[config.mk]
export PLATFORM = sky130hd
export DESIGN_NAME = hbd_decoder
export DESIGN_NICKNAME = d
export VERILOG_FILES = /design/src/rtl/hbd_pkg.sv /design/src/rtl/hbd_decoder.sv
export SDC_FILE = /design/constraint.sdc
export NUM_CORES = 1
export LEC_CHECK = 0
export BUFFER_PORTS_ARGS = -buffer_cell sky130_fd_sc_hd__buf_2
export CAP_MARGIN = 20
export CELL_PAD_IN_SITES_DETAIL_PLACEMENT = 0
export CELL_PAD_IN_SITES_GLOBAL_PLACEMENT = 1
export CORE_ASPECT_RATIO = 0.75
export CORE_MARGIN = 2
export CORE_UTILIZATION = 25
export CTS_CLUSTER_SIZE = 12
export DETAILED_ROUTE_END_ITERATION = 8
export GPL_TIMING_DRIVEN = 0
export PLACE_DENSITY_LB_ADDON = 0.1
export SETUP_SLACK_MARGIN = 0.02
export SLEW_MARGIN = 20
export SYNTH_ARGS = -nofsm -noshare
export SYNTH_HDL_FRONTEND = slang
export SYNTH_SLANG_ARGS = --single-unit
[constraint.sdc]
create_clock -name clk_sys -period 3.6 [get_ports clk_sys]
set_clock_uncertainty 0.15 [all_clocks]
set_input_delay 0 -clock clk_sys [delete_from_list [all_inputs] [get_ports clk_sys]]
set_output_delay 0 -clock clk_sys [all_outputs]
set_load 0.02 [all_outputs]
[src/rtl/hbd_pkg.sv]
// constants and types for the h-bridge input mode decoder
package hbd_pkg;
  // ************************************************************
  // timing
  // ************************************************************
  localparam int CLK_PERIOD_PS      = 4000;
  localparam int DEAD_TIME_NS       = 300;
  // least time, rounded up to whole cycles
  localparam int DEAD_CYCLES        = (DEAD_TIME_NS * 1000 + CLK_PERIOD_PS - 1) / CLK_PERIOD_PS;
  localparam int DEAD_CNT_W         = 8;
  localparam logic [7:0] DEAD_LOAD  = 8'(DEAD_CYCLES);

  // ************************************************************
  // drive scheme encodings (three-state select pin)
  // ************************************************************
  typedef enum logic [2:0]
  {
    HBD_SCHEME_SPEED_DIR = 3'b001,
    HBD_SCHEME_PWM       = 3'b010,
    HBD_SCHEME_HALF      = 3'b100
  } hbd_scheme_e;

  // per half-bridge output state
  typedef enum logic [2:0]
  {
    HBD_OUT_HIZ  = 3'b001,
    HBD_OUT_LOW  = 3'b010,
    HBD_OUT_HIGH = 3'b100
  } hbd_out_e;

  localparam logic [1:0] RESET_SYNC = 2'b00;
endpackage : hbd_pkg

[src/rtl/hbd_decoder.sv]
// input mode decoder and gate sequencing for one h-bridge
`timescale 1ns/10ps

// What this block does
// - select speed/direction, pwm or half-bridge scheme from low, high or floating select.
// - capture select only on wake, keep it fixed while awake.
// - bridge inputs default low so undriven inputs leave outputs high impedance in pwm mode; the other schemes drive both outputs low.
// - insert dead time whenever a half-bridge swaps high and low transistors.
// - while asleep both outputs high impedance and bridge inputs ignored.
// - speed/direction with enable 0 drives both outputs low.
// - speed/direction enable 1: direction 1 forward, direction 0 reverse.
// - pwm mode inputs 0,0 leave both outputs high impedance.
// - pwm 0,1 reverse, 1,0 forward, 1,1 brake.
// - half-bridge mode each output follows its own input.
// - half-bridge mode disables current regulation, sense output kept.
// - bridge modes let current regulation override decoded states.
// - supply, pump undervoltage, overcurrent, thermal faults shown on fault flag.
module hbd_decoder
  import hbd_pkg::*;
(
  // clock and reset
  input  wire logic clk_sys,
  input  wire logic rst_n,
  // control pins from the motor controller
  input  wire logic low_power_enable_n,
  input  wire logic bridge_input_a,
  input  wire logic bridge_input_b,
  // three-state select pin, seen as a level and a float detect
  input  wire logic drive_scheme_select,
  input  wire logic drive_scheme_select_float,
  // current regulation request and fault sources
  input  wire logic regulation_brake,
  input  wire logic supply_undervoltage_lockout,
  input  wire logic pump_undervoltage,
  input  wire logic overcurrent_protection,
  input  wire logic thermal_shutdown,
  // gate drives for output a
  output logic      gate_high_a,
  output logic      gate_low_a,
  // gate drives for output b
  output logic      gate_high_b,
  output logic      gate_low_b,
  // status
  output logic      regulation_enabled,
  output logic      sense_enabled,
  output logic [2:0] active_scheme,
  // open-drain fault flag
  output logic      fault_flag_n_out,
  output logic      fault_flag_n_oe
);

  // ************************************************************
  // pin synchronisers
  // ************************************************************
  logic [1:0] sync_wake;
  logic [1:0] sync_a;
  logic [1:0] sync_b;
  logic [1:0] sync_sel;
  logic [1:0] sync_flt;
  logic [1:0] sync_reg;
  logic [3:0] fault_s1;
  logic [3:0] fault_s2;
  logic       wake_d;
  logic       awake;
  logic       in_a;
  logic       in_b;

  // two flops on every pin; only the second flop is read by logic,
  // fault sources are merged after syncing so no gate sees a raw pin
  always_ff @(posedge clk_sys or negedge rst_n)
  begin
    if (!rst_n)
    begin
      sync_wake  <= RESET_SYNC;
      sync_a     <= RESET_SYNC;
      sync_b     <= RESET_SYNC;
      sync_sel   <= RESET_SYNC;
      sync_flt   <= RESET_SYNC;
      sync_reg   <= RESET_SYNC;
      fault_s1   <= '0;
      fault_s2   <= '0;
    end
    else
    begin
      sync_wake  <= {sync_wake[0], low_power_enable_n};
      sync_a     <= {sync_a[0], bridge_input_a};
      sync_b     <= {sync_b[0], bridge_input_b};
      sync_sel   <= {sync_sel[0], drive_scheme_select};
      sync_flt   <= {sync_flt[0], drive_scheme_select_float};
      sync_reg   <= {sync_reg[0], regulation_brake};
      fault_s1   <= {thermal_shutdown, overcurrent_protection, pump_undervoltage, supply_undervoltage_lockout};
      fault_s2   <= fault_s1;
    end
  end

  assign awake = sync_wake[1];
  // inputs read low when undriven, pulldowns outside
  assign in_a  = sync_a[1];
  assign in_b  = sync_b[1];

  // wake edge detector on the synchronised level
  always_ff @(posedge clk_sys or negedge rst_n)
  begin
    if (!rst_n)
      wake_d <= 1'b0;
    else
      wake_d <= awake;
  end

  // ************************************************************
  // scheme latch
  // ************************************************************
  hbd_scheme_e scheme;
  logic        scheme_valid;

  // sampled only at the wake edge; controller must sleep to change it
  always_ff @(posedge clk_sys or negedge rst_n)
  begin
    if (!rst_n)
    begin
      scheme       <= HBD_SCHEME_SPEED_DIR;
      scheme_valid <= 1'b0;
    end
    else if (!awake)
    begin
      scheme       <= HBD_SCHEME_SPEED_DIR; // cleared while asleep
      scheme_valid <= 1'b0;
    end
    else if (awake && !wake_d)
    begin
      scheme_valid <= 1'b1; // held until next sleep
      if (sync_flt[1])
        scheme <= HBD_SCHEME_HALF; // floating pin
      else if (sync_sel[1])
        scheme <= HBD_SCHEME_PWM;
      else
        scheme <= HBD_SCHEME_SPEED_DIR;
    end
  end

  // ************************************************************
  // truth-table decode
  // ************************************************************
  hbd_out_e want_a;
  hbd_out_e want_b;
  logic     reg_on;

  // regulation only acts in the two full-bridge schemes
  assign reg_on = scheme_valid && (scheme != HBD_SCHEME_HALF);

  always_comb
  begin
    want_a = HBD_OUT_HIZ;
    want_b = HBD_OUT_HIZ;
    if (!awake || !scheme_valid)
    begin
      want_a = HBD_OUT_HIZ; // inputs ignored asleep
      want_b = HBD_OUT_HIZ;
    end
    else
    begin
      case (scheme)
        HBD_SCHEME_SPEED_DIR:
        begin
          if (!in_a)
          begin
            want_a = HBD_OUT_LOW; // brake
            want_b = HBD_OUT_LOW;
          end
          else
          begin
            want_a = in_b ? HBD_OUT_HIGH : HBD_OUT_LOW;
            want_b = in_b ? HBD_OUT_LOW : HBD_OUT_HIGH;
          end
        end
        HBD_SCHEME_PWM:
        begin
          case ({in_a, in_b})
            2'b00:
            begin
              want_a = HBD_OUT_HIZ; // coast
              want_b = HBD_OUT_HIZ;
            end
            2'b01:
            begin
              want_a = HBD_OUT_LOW;
              want_b = HBD_OUT_HIGH;
            end
            2'b10:
            begin
              want_a = HBD_OUT_HIGH;
              want_b = HBD_OUT_LOW;
            end
            default:
            begin
              want_a = HBD_OUT_LOW;
              want_b = HBD_OUT_LOW;
            end
          endcase
        end
        default:
        begin
          want_a = in_a ? HBD_OUT_HIGH : HBD_OUT_LOW;
          want_b = in_b ? HBD_OUT_HIGH : HBD_OUT_LOW;
        end
      endcase
      // regulation forces slow-decay brake over the decode
      if (reg_on && sync_reg[1])
      begin
        want_a = HBD_OUT_LOW;
        want_b = HBD_OUT_LOW;
      end
    end
  end

  // ************************************************************
  // dead-time sequencer, one per half-bridge
  // ************************************************************
  logic [1:0] want_hi;
  logic [1:0] want_lo;
  logic [1:0] gate_hi;
  logic [1:0] gate_lo;

  assign want_hi = {want_b == HBD_OUT_HIGH, want_a == HBD_OUT_HIGH};
  assign want_lo = {want_b == HBD_OUT_LOW,  want_a == HBD_OUT_LOW};

  genvar gi;
  generate
    for (gi = 0; gi < 2; gi++)
    begin : g_leg
      logic [DEAD_CNT_W-1:0] dead_cnt;
      // a new gate turns on only after both were off for the dead time;
      // turn-off is immediate so the two never overlap
      always_ff @(posedge clk_sys or negedge rst_n)
      begin
        if (!rst_n)
        begin
          gate_hi[gi] <= 1'b0;
          gate_lo[gi] <= 1'b0;
          dead_cnt    <= '0;
        end
        else if ((gate_hi[gi] && !want_hi[gi]) || (gate_lo[gi] && !want_lo[gi]))
        begin
          gate_hi[gi] <= 1'b0;
          gate_lo[gi] <= 1'b0;
          dead_cnt    <= DEAD_LOAD;
        end
        else if (dead_cnt != '0)
          dead_cnt <= dead_cnt - 8'h01;
        else if (!gate_hi[gi] && !gate_lo[gi])
        begin
          gate_hi[gi] <= want_hi[gi];
          gate_lo[gi] <= want_lo[gi];
        end
      end
    end
  endgenerate

  assign gate_high_a = gate_hi[0];
  assign gate_low_a  = gate_lo[0];
  assign gate_high_b = gate_hi[1];
  assign gate_low_b  = gate_lo[1];

  // ************************************************************
  // status and fault flag
  // ************************************************************
  always_ff @(posedge clk_sys or negedge rst_n)
  begin
    if (!rst_n)
    begin
      regulation_enabled <= 1'b0;
      sense_enabled      <= 1'b0;
      active_scheme      <= 3'h0;
      fault_flag_n_oe    <= 1'b0;
      fault_flag_n_out   <= 1'b0;
    end
    else
    begin
      regulation_enabled <= reg_on;
      sense_enabled      <= awake && scheme_valid; // kept in every scheme
      active_scheme      <= scheme_valid ? scheme : 3'h0;
      fault_flag_n_oe    <= |fault_s2; // pull low on any fault
      // open drain: only ever drives low, external pullup releases
      fault_flag_n_out   <= 1'b0;
    end
  end

endmodule : hbd_decoder

==> results of run 1 <==
-- path summary, 6_finish.rpt --
path                                           start                   end  depth (start not counted)
worst max-delay path            g_leg[1].dead_cnt[0]  g_leg[1].dead_cnt[3]                          7
worst min-delay path                           rst_n           sync_flt[0]                          2
worst max register to register  g_leg[1].dead_cnt[0]  g_leg[1].dead_cnt[3]                          7
worst min register to register           fault_s1[0]           fault_s2[0]                          0
max in group asynchronous                      rst_n            gate_low_b                          3
min in group clk_sys               pump_undervoltage           fault_s1[1]                          2
-- through the flow --
step	setup WS (ps)	power, W
floorplan	1620	0.00112
global placement	1390	0.00120
detailed placement	1340	0.00122
CTS	1330	0.00173
global route	1210	0.00182
finish	1350	0.00170
-- power breakdown --
part | internal [W] | total, W | leakage [nW] | switching, W
combinational | 0.000222 | 0.000421 | 0.491 | 0.000199
clock | 0.000263 | 0.000480 | 0.0708 | 0.000217
sequential | 0.000686 | 0.000796 | 0.617 | 0.000110
-- cell type report --
| type | instances | area (µm²) | area share (%) |
|---|---|---|---|
| timing repair buffer | 33 | 235 | 8.75 |
| clock buffer | 5 | 125 | 4.66 |
| multi-input combinational | 115 | 841 | 31.3 |
| clock inverter | 3 | 25.0 | 0.931 |
| inverter | 10 | 37.5 | 1.40 |
| sequential | 51 | 1280 | 47.5 |
| buffer | 2 | 11.3 | 0.419 |
| tap | 108 | 135 | 5.03 |
-- worst max-delay path: cells and delay by family (launching register included) --
kind          cells  cell delay (ps)
xor+xnor          1              170
fa+ha+maj         1              160
buf+inv           1              120
flops             1              400
simple gates      4             1100
-- layer usage --
layer | part of all wire [%] | track usage (%) | vias to the layer above
li1 | - | - | 714
met1 | 47 | 12.5 | 736
met2 | 49 | 16.2 | 24
met3 | 3.4 | 2.67 | 5
met4 | 1.0 | 3.03 | 0
met5 | 0 | 0 | -
-- placed cells by master (no fill, tap or decap), drive strengths merged, types with 2 or more instances in the layout --
| cell type | n |
|---|---|
| a21boi | 2 |
| a21oi | 4 |
| a221o | 2 |
| and2 | 3 |
| and2b | 2 |
| and3 | 7 |
| buf | 23 |
| clkbuf | 6 |
| dfrtp | 50 |
| dlygate4sd3 | 11 |
| ha | 4 |
| inv | 12 |
| mux2 | 2 |
| mux2i | 2 |
| nand2 | 8 |
| nand2b | 7 |
| nand3 | 9 |
| nor2 | 8 |
| nor2b | 3 |
| nor3 | 3 |
| nor3b | 7 |
| nor4 | 4 |
| o211a | 2 |
| o21ai | 7 |
| o31a | 2 |
| or4b | 2 |
| xnor2 | 6 |
-- kinds of logic after synthesis --
logic type / count (synthesis)
muxes: 4
xor gates and xnor gates: 7
buffers and inverters: 12
and+or+nand+nor: 68
DFF: 51
AOI/OAI and AO/OA: 31
other: 1
adders and majority gates: 4
==> flow_results.org, run 1 <==
** Yosys
- Post-synthesis instance area :: about 2200 µm²
- Top post-synthesis cells by area :: sky130_fd_sc_hd__dfrtp_1, sky130_fd_sc_hd__nor3b_1, sky130_fd_sc_hd__xnor2_1
- Leading area contributor after synthesis :: sky130_fd_sc_hd__dfrtp_1
- Summing the sequential cell areas from Yosys gives around 60% of the chip area.
- By area, the combinational part of the netlist is dominated by simple AND/OR/NAND/NOR gates.
- Synth warn :: 0
- Counting every net in the synthesized netlist gives 194.
- Synthesis handed over a netlist of 178 instances.
- Post-synthesis compound-gate area fraction :: a little over a tenth
- Top-area cell type share of the netlist area :: 57.7%
- Post-Synth XOR/XNOR Area :: under 10%
- Simple-Gate Fraction of Synth Area :: about a fifth
- Count leader, synth :: sky130_fd_sc_hd__dfrtp_1
- In this run the mean area of a mapped cell was between 10 and 15 µm².
- #FFs+latches synth :: 51
- Leading register cell type out of synthesis :: sky130_fd_sc_hd__dfrtp_1
- Async set or reset register ratio after synthesis :: between 90% and 100%
- The synthesized design contains 0 enable-type register cells.
- Share of cell area taken by muxes after synthesis :: 1.96%
- Adder-Cell Fraction of Synth Area :: 2.31%
- Synthesis instantiated 56 different standard cells from the library.
- Sorting the synthesized cells by how often they occur yields sky130_fd_sc_hd__dfrtp_1, sky130_fd_sc_hd__inv_1, sky130_fd_sc_hd__nand3_1, sky130_fd_sc_hd__nor2_1.

** Power
- Power per unit of standard cell area :: 632 nW/µm²
- Static leakage :: 1.18 nW
- The worst-case IR drop observed on VDD is 0.000283 V.

** Detailed routing
- The routed layout has between 1000 and 1500 vias.
- The first detailed-routing pass ran for 4 iterations.
- Post-route antenna net violation count :: 0
- The detailed router finished its first iteration with a little over 60 violations.
- After detailed routing, the total wire length is around 4200 µm.
- In the routed design, unresolved DRC markers number 0.
- Mean number of vias per cell :: 4.52
- In the final routed layout, each cell accounts on average for 12.9 µm.

** Flow run
- Maximum capacitance violations :: 0

** Placed design
- In this run, placement finished with an instance count of 308.
- Once placement finished, the instance area stood at between 2000 and 2500 µm².
- Port Buffers :: 21
- DPL Wire Length :: a little over 3000 µm
- Gp weighted congestion :: ~0.74

** Cells and area
- Leaving out filler cells and counting taps, the final layout contains 327.
- Register bank with the most flops :: g_leg.dead_cnt
- Area growth from synthesis to final layout :: 24.0%
- The register with the most flip-flops in the layout has 16 of them.
- After routing the design area is 2690 µm².
- In the final layout, the registers with the most flip-flops are g_leg.dead_cnt: 16 flops, fault_s1: 4 flops, fault_s2: 4 flops.
- Fraction of layout cells with a size suffix above 1 :: 22.4%
- 0 antenna diodes ended up in the layout.
- Fin util :: 31.8%
- Filler cell count in the final layout :: 838
- After the last flow step, the layout net total stands at roughly 230.

** Worst hold path
- Type of the most critical hold path :: input pin to async pin

** Critical path
- Largest fanout of any net on the critical path :: 8
- Startpoint type of the worst setup path :: register
- Data arrival at the endpoint of the critical path :: around 2200 ps
- CP max-delay cell :: sky130_fd_sc_hd__or4b_4
- Capturing element type of the critical path :: register
- The worst setup path is of the register to register kind.
- Delay of the slowest critical-path stage :: 500 ps
- CP cell instances :: inv_1, ha_1, or4b_4, nor4_4, nor4_1, xnor2_1, nand3_1
- Required time reported for the critical path endpoint :: 3590 ps
- R2r setup slk :: between 1000 and 1500 ps

** Floorplanning
- Die Y-Extent :: roughly 85 µm
- Area of the die :: roughly 9400 µm²
- The floorplan has 29 rows.
- I/O pin total :: 23
- Core region area :: ~8500 µm²
- Die width :: 112 µm
- Starting Density :: 25.6%

** STA
- Worst rel slew slack :: 57.6%
- Hold timing on the final database bottoms out at a slack of 82.3 ps.
- In the finished design, the share of the clock period the worst path needs comes to 62.5%.
- The final-report max-slew violation count was 0.
- Aggregate negative setup slack :: 0 ps
- Setup repair after global routing left no endpoint under its margin.
- Maximum clock rate :: around 0.44 GHz
- Endpoints failing hold :: 0
- Final setup violation count :: 0
- After layout, the minimum clock period comes to 2250 ps.
- For the pin with the worst max-slew slack, the measured transition is between 600 and 700 ps.

** CTS
- After clock tree synthesis, the setup repair step added 0 buffers.
- Number of CTS-inserted buffers :: 5
- The tree is rooted in a sky130_fd_sc_hd__clkbuf_16.
- TritonCTS clock tree :: done
- In this run the deepest clock path goes through 2 buffers.
- Number of resized instances in the post-cts repair step :: 0
- For this design, the sink count on the clock tree is slightly above 50.
- H-Tree Level Count :: 2
- After clock tree synthesis, the clock-pin slew on the worst setup and hold paths is 70 ps.
- Hold repair after CTS inserted 11 buffers.
- Insertion delay of the later-clocked pin in the worst-skew pair :: 290 ps

** GRT
- Global-route congestion overflow total :: 0
- Vias in the first global route :: 1547
- The first global-routing pass estimated 7330 µm of wire.
- Overall global routing resource usage :: 9.77%
- Entering global routing, the biggest net connects 30 pins.
- Initial antenna violation count :: 0

** Run status
- The run finished with clean final reports.
Note: power is estimated with default switching activity, not from simulation.
==> inputs of run 2 (changes only) <==
- clock period: 3.6 -> 2.2 ns (I/O delays scaled with it)
==> run 2 against run 1 <==
Maximum frequency increased by 7.2%. Highest routed layer unchanged. Core utilization increased by 1.1 points. Flip-flop and latch count unchanged. First-iteration DRC count decreased by 4.8%. Die area unchanged. Clock-buffer cell count unchanged. Sequential power increased by 63%.
==> flow_results.org, run 2 (synthesis gave the netlist of run 1 again) <==
** Detailed routing
- Routed vias :: 1515 (+2.4%)
- The count of TritonRoute iterations in the first routing pass is 4 (unchanged).
- DRC :: 0 (unchanged)
- The via-per-instance ratio came to 4.54 (+0.29%).
- The overall routed net length was 4330 µm (+2.9%).
- The mean routed wirelength per cell is 12.9 µm (+0.70%).
- The number of nets still failing antenna checks after routing came to 0 (unchanged).
- Number of DRC violations after detailed-routing iteration 0 :: 59 (-4.8%)

** Power
- The fraction of power spent switching nets is 31.1% (+0.076 points).
- Fraction of power consumed by sequential logic :: 45.7% (-1.2 points)
- Worst VDD drop :: 0.000462 V (+63%)
- The portion of total power attributed to the clock network was 27.6% (-0.7 points).
- The leakage power figure was 1.22 nW (+3.5%).
- Share of power burned in combinational logic :: 26.7% (+1.9 points)
- The total chip power was 0.00285 W (+68%).
- Psw :: 0.000886 W (+68%)
- Power per unit of standard cell area :: 1020 nW/µm² (+62%)
- Internal Power :: 0.00196 W (+67%)

** STA
- Final worst path period need :: 2100 ps (-151 ps)
- The final setup slack of the worst path is 101 ps (-1250 ps).
- The slew at the pin with the worst max-slew slack came to 603 ps (-29.1 ps).
- Final worst-path cycle share :: 95.4% (+33 points)
- The final total negative setup slack is 0 ps (unchanged).
- Endpoints failing hold :: 0 (unchanged)
- The tightest slew margin relative to the limit came to 59.5% (+1.9 points).
- The final-report max-slew violation count is 0 (unchanged).
- The achievable clock frequency is 0.476 GHz (+7.2%).
- Final setup violation count :: 0 (unchanged)
- Setup repair after global routing left no endpoint under its margin.

** Cells and area
- Fin util :: 32.9% (+1.1 points)
- In the final layout, the registers with the most flip-flops are g_leg.dead_cnt: 16 flops, fault_s1: 4 flops, fault_s2: 4 flops.
- Leaving out fill and tap cells, the most frequent cells in the layout are sky130_fd_sc_hd__dfrtp_1, sky130_fd_sc_hd__buf_2, sky130_fd_sc_hd__dlygate4sd3_1.
- Register bank with the most flops :: g_leg.dead_cnt
- Fraction of layout cells with a size suffix above 1 :: 27.4% (+5.1 points)
- The final non-filler cell total was 334 (+2.1%).
- Layout net count :: 241 (+3.0%)
- The number of flip-flops in the largest register came to 16 (unchanged).
- Leaving out fill and tap cells, the most frequent cell in the layout is sky130_fd_sc_hd__dfrtp_1.
- Filler cell count in the final layout :: 832 (-0.72%)
- Area growth from synthesis to final layout :: 28.2%
- Diode count :: 0 (unchanged)

** GRT
- The initial antenna violation count came to 0 (unchanged).
- Overall global routing resource usage :: 9.84% (+0.062 points)
- The number of global-route vias before repair is 1572 (+1.6%).
- Pin count of the biggest net entering global routing :: 30 (unchanged)
- Global-route congestion overflow total :: 0 (unchanged)
- First-pass GRT wire length :: 7400 µm (+0.85%)

** Floorplanning
- The cell row count came to 29 (unchanged).
- The die area was 9440 µm² (unchanged).
- Die width :: 112 µm (unchanged)
- The effective utilization at floorplan is 25.6% (unchanged).
- Core region area :: 8450 µm² (unchanged)
- I/O pin total :: 23 (unchanged)
- The overall die height was 84.6 µm (unchanged).

** Critical path
- STA classifies the critical path startpoint as a register.
- The critical path arrival was 2150 ps (-90 ps).
- The data required time at the worst endpoint came to 2250 ps (-1340 ps).
- Number of cells traversed by the worst register-to-register path :: 5 (-2)
- Type of the setup path with the least slack :: register to register
- Capturing element type of the critical path :: register
- Largest fanout of any net on the critical path :: 9 (+1)

** CTS
- Clk Tree Root Cell :: sky130_fd_sc_hd__clkbuf_16
- Insertion delay of the later-clocked pin in the worst-skew pair :: 290 ps (about the same)
- The total CTS buffers was 5 (unchanged).
- Sinks on the clock net :: 51 (unchanged)
- The maximum root-to-sink buffer count is 2 (unchanged).
- Clk pin slew, worst setup/hold paths :: 70 ps (about the same)
- TritonCTS clock tree :: done
- H-Tree Level Count :: 2 (unchanged)

** Flow run
- The max-capacitance violation count is 0 (unchanged).

** Worst hold path
- The path class of the tightest hold or removal check is input pin to async pin.

** Placed design
- DP Cell Count :: 308 (unchanged)
- DPL Wire Length :: 3030 µm (unchanged)
- The number of port buffers is 21 (unchanged).
- Gp weighted congestion :: 0.742 (unchanged)
- Pre-CTS setup slack :: -56.7 ps (-1400 ps)

** Run status
- The flow ran to the end, and the final reports show no timing, DRC or antenna violations.
run 2: cell types whose count changed in the layout (fill, tap and decap cells not counted), sizes merged:
cell,before,now
buf,23,30
run 2: worst paths after layout:
path	from	end	slack, ps
max	scheme[0]	gate_low_b	100
max in group asynchronous	rst_n	gate_low_b	1260
max reg2reg	scheme[0]	gate_low_b	100
min	rst_n	sync_flt[0]	90
min reg2reg	fault_s1[0]	fault_s2[0]	200
min in group clk_sys	pump_undervoltage	fault_s1[1]	190
run 2: area by class of cell:
cell class	instances	area, µm²	share of cell area [%]
flip-flops and latches	51	1280	46.0
multi-input cells	115	876	31.5
repair buffers	40	292	10.5
well taps	108	135	4.86
clock buffers	5	125	4.50
inverters	10	37.5	1.35
clock inverters	3	25.0	0.900
plain buffers	2	11.3	0.405
run 2: per-stage QoR:
| stage | area [µm²] | hold slack (ps) |
|---|---|---|
| 4_1_cts | 2730 | 108 |
| 3_5_place_dp | 2430 | -121 |
| 3_3_place_gp | 2410 | -41.8 |
| 5_1_grt | 2780 | 163 |
| 2_1_floorplan | 2170 | -446 |
| 6_report | 2780 | 85.6 |
run 2: critical path: stages (launching register included):
cell                       delay [ps]
sky130_fd_sc_hd__dfstp_2          600
sky130_fd_sc_hd__nand2b_1         120
sky130_fd_sc_hd__a221o_1          390
sky130_fd_sc_hd__a221o_2          420
sky130_fd_sc_hd__nand2_4          140
sky130_fd_sc_hd__nor4b_2          190
run 2: power by group through the flow:
stage | clock [W] | combinational, W | sequential [W]
after floorplan | 0 | 0.000539 | 0.00129
after CTS | 0.000824 | 0.000754 | 0.00130
after global placement | 0 | 0.000649 | 0.00131
after global routing | 0.000858 | 0.000859 | 0.00133
after detailed placement | 0 | 0.000679 | 0.00132
final | 0.000785 | 0.000761 | 0.00130
run 2: metal layers:
layer / vias up / part of all wire [%] / global-route usage, %
met4: 0 / 0.95 / 3.03
met1: 760 / 47 / 12.6
met5: - / 0 / 0
met2: 25 / 49 / 16.4
met3: 4 / 3.2 / 2.67
li1: 726 / - / -
run 2: what timing repair did:
item                                    CTS  global route
pin swaps                                 2             3
resized for setup                         2             7
endpoints found under the setup margin    4            19
hold endpoints to repair                 61             0
setup buffers                             6             1
hold buffers                             11             0
